<file path="src/core/psg_defs.svh">
// constants of the pll status and general control register block
`ifndef PSG_DEFS_SVH
`define PSG_DEFS_SVH

// ====================================================================
// register addresses (7-bit serial address field)
`define PSG_ADDR_STATUS    7'h70
`define PSG_ADDR_DIV_INIT  7'h71
`define PSG_ADDR_REACQUIRE 7'h72
`define PSG_ADDR_BIAS_EDGE 7'h73

// ====================================================================
// field positions
`define PSG_CMD_BIT        7
`define PSG_EDGE_BIT       0
`define PSG_ST_CAL_BIT     0
`define PSG_ST_PRESENT_BIT 1
`define PSG_ST_HOLD_BIT    2
`define PSG_ST_LATCH_BIT   3
`define PSG_ST_IE_BIT      4

// ====================================================================
// frame layout and reset values
`define PSG_FRAME_BITS     5'h10
`define PSG_HDR_BITS       5'h08
`define PSG_LAST_BIT       5'h0F
`define PSG_EDGE_RESET     1'h0
`define PSG_IE_RESET       1'h0
// synchroniser resting values: sclk, cs_n, serial_data_line, cal, ref, hold, done
`define PSG_SYNC_RESET     7'h22

`endif

</file>
<file path="src/core/psg_pkg.sv">
// types of the pll status and general control register block
package psg_pkg;
   // serial frame phase
   typedef enum logic [1:0] {
      PSG_IDLE = 2'b00,   // chip select high
      PSG_HDR  = 2'b01,   // shifting read flag and address
      PSG_DATA = 2'b10    // data byte in or out
   } psg_phase_e;
endpackage

</file>
<file path="src/core/psg_regs.sv">
// serial-port register block for pll status and general control
`timescale 1ns/10ps
`include "psg_defs.svh"

module psg_regs
   import psg_pkg::*;
(
   input  wire logic ref_clk_i,                // 25 MHz core clock
   input  wire logic reset_i,                  // synchronous, active high
   input  wire logic sclk_i,                   // serial clock pin
   input  wire logic cs_n_i,                   // serial select, active low
   input  wire logic serial_data_line_i,       // data pin, input side
   output logic      serial_data_line_o,       // data pin, output side
   output logic      serial_data_line_oe_o,    // high while we drive
   input  wire logic synth_cal_active_i,       // second pll calibrating
   input  wire logic reference_present_i,      // input reference seen
   input  wire logic holdover_now_n_i,         // low while in holdover
   input  wire logic bias_cal_done_i,          // bias calibration done
   output logic      irq_out_n_o,              // interrupt, active low
   output logic      divider_init_o,           // one-cycle divider init
   output logic      force_pll_reacquire_o,    // one-cycle force_pll_reacquire pulse
   output logic      bias_calibrate_start_o    // high while bias cal runs
);

   // ====================================================================
   // input synchronisers
   localparam int NSYNC = 7;
   localparam int I_SCLK = 0;
   localparam int I_CSN  = 1;
   localparam int I_SDI  = 2;
   localparam int I_CAL  = 3;
   localparam int I_REF  = 4;
   localparam int I_HOLD = 5;
   localparam int I_DONE = 6;
   localparam logic [NSYNC-1:0] SYNC_RST = `PSG_SYNC_RESET; // idle levels

   logic [NSYNC-1:0] raw;      // pin levels
   logic [NSYNC-1:0] s1_q;     // first stage, read only by s2
   logic [NSYNC-1:0] s2_q;     // second stage
   logic [NSYNC-1:0] s3_q;     // third stage
   logic [NSYNC-1:0] f_q;      // accepted level
   logic [NSYNC-1:0] f_prev_q; // previous accepted level

   assign raw = {bias_cal_done_i, holdover_now_n_i, reference_present_i,
                 synth_cal_active_i, serial_data_line_i, cs_n_i, sclk_i};

   // three flops each; a change counts once stages two and three agree,
   // so a pin caught mid-transition is never taken on its first sample
   always_ff @(posedge ref_clk_i) begin
      if (reset_i) begin
         s1_q     <= SYNC_RST;
         s2_q     <= SYNC_RST;
         s3_q     <= SYNC_RST;
         f_q      <= SYNC_RST;
         f_prev_q <= SYNC_RST;
      end else begin
         s1_q     <= raw;
         s2_q     <= s1_q;
         s3_q     <= s2_q;
         f_prev_q <= f_q;
         // agreeing bits take stage three, disagreeing bits hold
         f_q      <= (s2_q & s3_q) | (f_q & (s2_q | s3_q));
      end
   end

   logic sck_rise;   // accepted sclk rising edge
   logic sck_fall;   // accepted sclk falling edge
   logic sel;        // chip selected
   assign sck_rise = f_q[I_SCLK] & ~f_prev_q[I_SCLK];
   assign sck_fall = ~f_q[I_SCLK] & f_prev_q[I_SCLK];
   assign sel      = ~f_q[I_CSN];

   // ====================================================================
   // register state
   logic       latch_n_q;   // latched holdover, low once holdover seen
   logic       ie_q;        // holdover interrupt enable
   logic       edge_q;      // read launch edge select
   logic       bias_q;      // bias calibration running
   logic       wr_stb;      // write commit, one cycle
   logic [6:0] wr_addr;     // committed address
   logic [7:0] wr_data;     // committed data
   logic [7:0] rd_mux;      // read value for current header

   // ====================================================================
   // serial frame engine
   psg_phase_e phase_q;     // frame phase
   logic [4:0] cnt_q;       // rising edges seen this frame
   logic [7:0] hdr_q;       // read flag and address
   logic [7:0] din_q;       // write data shift
   logic [7:0] rd_q;        // read snapshot
   logic       launch;      // read bit launch event
   logic       is_read;     // header marks a read

   assign is_read = hdr_q[7];
   // read data moves on the chosen edge
   assign launch  = edge_q ? sck_rise : sck_fall;
   assign wr_stb  = sel && sck_rise && phase_q == PSG_DATA && !is_read
                    && cnt_q == `PSG_LAST_BIT;
   assign wr_addr = hdr_q[6:0];
   assign wr_data = {din_q[6:0], f_q[I_SDI]};

   // phase and bit count
   always_ff @(posedge ref_clk_i) begin
      if (reset_i || !sel) begin
         phase_q <= PSG_IDLE;
         cnt_q   <= 5'h00;
      end else begin
         case (phase_q)
            PSG_IDLE: begin
               phase_q <= PSG_HDR;
            end
            PSG_HDR: begin
               if (sck_rise) begin
                  cnt_q <= cnt_q + 5'h01;
                  if (cnt_q == `PSG_HDR_BITS - 5'h01) begin
                     phase_q <= PSG_DATA;
                  end
               end
            end
            PSG_DATA: begin
               // extra clocks past the frame are ignored
               if (sck_rise && cnt_q != `PSG_FRAME_BITS) begin
                  cnt_q <= cnt_q + 5'h01;
               end
            end
            default: begin
               phase_q <= PSG_IDLE;
            end
         endcase
      end
   end

   // shift header and write data, msb first, on rising edges
   always_ff @(posedge ref_clk_i) begin
      if (reset_i) begin
         hdr_q <= 8'h00;
         din_q <= 8'h00;
      end else if (sel && sck_rise) begin
         if (phase_q == PSG_HDR) begin
            hdr_q <= {hdr_q[6:0], f_q[I_SDI]};
         end else if (phase_q == PSG_DATA) begin
            din_q <= {din_q[6:0], f_q[I_SDI]};
         end
      end
   end

   // read output: snapshot on first launch, then shift
   always_ff @(posedge ref_clk_i) begin
      if (reset_i || !sel) begin
         rd_q                  <= 8'h00;
         serial_data_line_o    <= 1'b0;
         serial_data_line_oe_o <= 1'b0;
      end else if (phase_q == PSG_DATA && is_read && launch
                   && cnt_q < `PSG_FRAME_BITS) begin
         serial_data_line_oe_o <= 1'b1;
         if (cnt_q == `PSG_HDR_BITS) begin
            // snapshot keeps a changing status from tearing the byte
            rd_q               <= rd_mux;
            serial_data_line_o <= rd_mux[7];
         end else begin
            serial_data_line_o <= rd_q[3'(`PSG_LAST_BIT - cnt_q)];
         end
      end
   end

   // read value; reserved and write-only bits read as zero
   always_comb begin
      rd_mux = 8'h00;
      case (hdr_q[6:0])
         `PSG_ADDR_STATUS: begin
            rd_mux[`PSG_ST_CAL_BIT]   = f_q[I_CAL];
            rd_mux[`PSG_ST_PRESENT_BIT] = f_q[I_REF];
            rd_mux[`PSG_ST_HOLD_BIT]  = f_q[I_HOLD];
            rd_mux[`PSG_ST_LATCH_BIT] = latch_n_q;
            rd_mux[`PSG_ST_IE_BIT]    = ie_q;
         end
         `PSG_ADDR_BIAS_EDGE: begin
            rd_mux[`PSG_EDGE_BIT] = edge_q;
         end
         default: begin
            rd_mux = 8'h00;
         end
      endcase
   end

   // ====================================================================
   // holdover latch and interrupt
   // holdover sets the latch low; it wins over a same-cycle clear
   always_ff @(posedge ref_clk_i) begin
      if (reset_i) begin
         latch_n_q <= 1'b1;
      end else if (!f_q[I_HOLD]) begin
         latch_n_q <= 1'b0;
      end else if (wr_stb && wr_addr == `PSG_ADDR_STATUS
                   && wr_data[`PSG_ST_LATCH_BIT]) begin
         latch_n_q <= 1'b1;
      end
   end

   // enable write and registered interrupt pin
   always_ff @(posedge ref_clk_i) begin
      if (reset_i) begin
         ie_q        <= `PSG_IE_RESET;
         irq_out_n_o <= 1'b1;
      end else begin
         if (wr_stb && wr_addr == `PSG_ADDR_STATUS) begin
            ie_q <= wr_data[`PSG_ST_IE_BIT];
         end
         irq_out_n_o <= ~(ie_q & ~latch_n_q);
      end
   end

   // ====================================================================
   // command bits
   // self-clearing pulses: they never store, so nothing reads back
   always_ff @(posedge ref_clk_i) begin
      if (reset_i) begin
         divider_init_o        <= 1'b0;
         force_pll_reacquire_o <= 1'b0;
      end else begin
         divider_init_o <= wr_stb && wr_addr == `PSG_ADDR_DIV_INIT
                           && wr_data[`PSG_CMD_BIT];
         force_pll_reacquire_o <= wr_stb && wr_addr == `PSG_ADDR_REACQUIRE
                           && wr_data[`PSG_CMD_BIT];
      end
   end

   // bias calibration and read edge select
   always_ff @(posedge ref_clk_i) begin
      if (reset_i) begin
         bias_q <= 1'b0;
         edge_q <= `PSG_EDGE_RESET;
      end else begin
         if (wr_stb && wr_addr == `PSG_ADDR_BIAS_EDGE) begin
            edge_q <= wr_data[`PSG_EDGE_BIT];
         end
         if (wr_stb && wr_addr == `PSG_ADDR_BIAS_EDGE
             && wr_data[`PSG_CMD_BIT]) begin
            bias_q <= 1'b1;
         end else if (f_q[I_DONE]) begin
            bias_q <= 1'b0;
         end
      end
   end
   assign bias_calibrate_start_o = bias_q;
endmodule

</file>
<file path="config.mk">
export PLATFORM = sky130hd
export DESIGN_NAME = psg_regs
export DESIGN_NICKNAME = d
export VERILOG_FILES = /design/src/core/psg_pkg.sv /design/src/core/psg_regs.sv
export VERILOG_INCLUDE_DIRS = /design/src /design/src/core
export SDC_FILE = /design/constraint.sdc
export NUM_CORES = 1
export LEC_CHECK = 0
export BUFFER_PORTS_ARGS = -buffer_cell sky130_fd_sc_hd__buf_4
export CAP_MARGIN = 0
export CORE_MARGIN = 2
export CORE_UTILIZATION = 50
export CTS_CLUSTER_DIAMETER = 30
export DETAILED_ROUTE_END_ITERATION = 12
export GPL_TIMING_DRIVEN = 0
export PLACE_DENSITY_LB_ADDON = 0.25
export REMOVE_ABC_BUFFERS = 1
export SLEW_MARGIN = 40
export SYNTH_ARGS = -nofsm -noshare
export SYNTH_HDL_FRONTEND = slang
export SYNTH_SLANG_ARGS = --single-unit
</file>
<file path="constraint.sdc">
create_clock -name ref_clk_i -period 2.15 [get_ports ref_clk_i]
set_input_delay 0.43 -clock ref_clk_i [delete_from_list [all_inputs] [get_ports ref_clk_i]]
set_output_delay 0.43 -clock ref_clk_i [all_outputs]
set_load 0.01 [all_outputs]
</file>
==> summary.txt <==
initial antenna violation count: 0
WHS: 268 ps
Post-CTS Setup Bufs: 0
Post-synth EDFFs: 0
grt total ovfl: 0
final WL: 4170 um
Critical Path Start Type: register
status: complete, no violations
Worst Hold Path Cells: 2
Vias/cell: 5.27
largest net degree at the start of global routing: 54
I/O Pins: 15
Synth warnings: 0
share of the synthesized area in the top cell type: 52.2%
Antenna diodes: 0
core area: 4750 um2
area grow syn2layout: 13.5%
most frequent cell after synthesis: dfxtp_1
FF-to-FF setup slack: 150 ps
RR Startpoint: cnt_q[1]
synth top area cells: dfxtp_1 (52%), a21oi_1 (5.6%), nor2b_1 (4.5%)
Die Ht: 74.6 um
Final HPWL DP: 2690 um
leakage: 1.04 nW
HP Start: holdover_now_n_i
worst-case reg-to-reg path depth: 7
Primary FF master, synth: dfxtp_1
Post-Layout Cell Count: 339
gate count of the mapped netlist: 255
Place WS: 123 ps
Hold EP: s1_q[5]
register area share after synthesis: 52.2%
Synth Cell Area: 2490 um2
Worst slew margin: 53.9%
Max Root-Sink Buffers: 2
total of max-cap violations: 0
Worst-Margin Slew: 691 ps
final count of negative-setup-slack endpoints: 0
first-pass GRT wire length: 7130 um
achievable frequency: 0.500 GHz
Initial DRC Count: 127
nets: 279
PD cells: 829 nW/um2
crit path max fanout: 7
vias in the first global route: 1620
Final WS setup: 148 ps
Final Max Tran Viols: 0
Global Route Usage Sum: 17.2%
Cell variety after synth: 47
DRC Markers: 0
die area: 5570 um2
starting density of the core: 52.4%
reg2reg end: latch_n_q
top cells by count, synth: dfxtp_1 (65), a21oi_1 (28), nand2_1 (27), nand3_1 (18), nor2b_1 (18)
Peak VDD IR: 662 uV
Placed Cells: 323
RSZ-0062 raised after global routing: false
#FFs+latches synth: 65
leading area contributor after synthesis: dfxtp_1
row count: 25
port bufs: 14
Clock Root Buffer: clkbuf_8
Worst EP arrival: 2240 ps
Avg Inst Size Synth: 9.78 um2
DRT Pass-1 Iters: 4
WL/cell: 12.3 um
H-Tree Depth: 3
Crit. End Element: register
CTS tree: done
worst min-delay path category: input pin to register
minimum clock period: 2000 ps
via count: 1786
final period utilization: 93.1%
layout cell share with drive strength beyond 1: 20.2%
Fin. Hold Viols: 0
Worst-Skew Late Latency: 340 ps
worst endpoint required time: 2390 ps
post-route ant nets: 0
kind of critical path: register to register
GP Congestion: 0.734
die width: 74.6 um
fill count: 434
clk_skew: 7.87 ps
Num Clock Sinks: 65
CTS clk-pin slew, worst paths: 70 ps
CTS Buf Count: 9
setup TNS: 0 ps
FFs w/ async S/R, synth: 0%
[power breakdown]
part | internal (mW) | switching, mW | leakage (nW)
logic | 0.0204 | 0.0181 | 0.414
clock network | 0.604 | 0.480 | 0.102
registers | 1.22 | 0.00604 | 0.527
[layout by cell type (no fill, tap or decap), types with 2 or more instances in the layout]
| cell type | instances |
|---|---|
| ha_1 | 3 |
| nor2b_1 | 18 |
| clkinvlp_4 | 2 |
| nor2_1 | 10 |
| mux2i_1 | 3 |
| or2_2 | 7 |
| inv_1 | 5 |
| o21bai_1 | 2 |
| a211oi_1 | 3 |
| nand4_1 | 3 |
| nand3_1 | 18 |
| nor3b_2 | 3 |
| xnor2_1 | 2 |
| nand2_1 | 27 |
| nand2b_1 | 3 |
| a21oi_1 | 28 |
| a31o_2 | 6 |
| dfxtp_1 | 65 |
| buf_4 | 14 |
| o21ai_0 | 5 |
| and3_1 | 6 |
| a31o_1 | 2 |
| clkbuf_8 | 11 |
[repair_timing]
item | in CTS | in global routing
hold buffers | 0 | 0
gates resized for setup | 0 | 1
setup endpoints to repair | 0 | 2
[worst max-delay path by stage]
stage                         from        end  slack (ps)  depth (start not counted)
after floorplan           cnt_q[1]  latch_n_q         300                          7
after global placement    cnt_q[1]  latch_n_q         140                          7
after detailed placement  cnt_q[1]  latch_n_q         120                          7
after CTS                 cnt_q[1]  latch_n_q         110                          7
after global routing        f_q[0]       ie_q          30                          4
final                     cnt_q[1]  latch_n_q         150                          7
[routing by layer]
layer  GRT usage, %  part of all wire [%]  wire length (um)  vias to the layer above
li1               -                     -                 -                      916
met1           20.5                    49              2030                      841
met2           26.8                    46              1910                       21
met3           6.43                   3.4               142                        8
met4           9.52                   1.8                77                        0
met5              0                     0                 0                        -
[per-stage QoR]
step	util (%)	power, mW	cell area [um2]
floorplan	-	1.27	2430
global placement	55.0	1.29	2620
detailed placement	55.0	1.29	2620
CTS	59.5	2.38	2830
global route	59.6	2.43	2830
finish	59.6	2.35	2830
[cell families (layout without fill, tap and decap cells)]
family	count (synthesis)	in the layout	share of synthesized area, %
DFF	65	65	52.2
and+or+nand+nor	107	107	25.2
muxes	4	4	1.66
AOI/OAI and AO/OA	56	56	15.3
buffers and inverters	18	35	3.41
xor gates and xnor gates	2	2	0.703
adders and majority gates	3	3	1.51
[registers in the layout (all words and copies together) (netlist names), 2 cells and up]
signal,cells
f_q,7
din_q,7
cnt_q,5
hdr_q,8
s1_q,7
s3_q,7
s2_q,7
phase_q,2
rd_q,5
[layout make-up]
cell class	instances	area, um2	area share [%]
Sequential cell	65	1300	46.0
Multi-Input combinational cell	172	1110	39.2
Clock buffer	11	151	5.35
Timing Repair Buffer	14	105	3.71
Tap cell	67	83.8	2.96
Clock inverter	5	62.6	2.21
Inverter	5	18.8	0.663
[critical path: stages (launching register included)]
cell,delay [ps]
dfxtp_1,370
ha_1,250
and3_1,190
ha_1,190
and4b_1,170
and4_2,300
a31o_2,270
a21o_1,160
(Power assumes the default switching activity.)
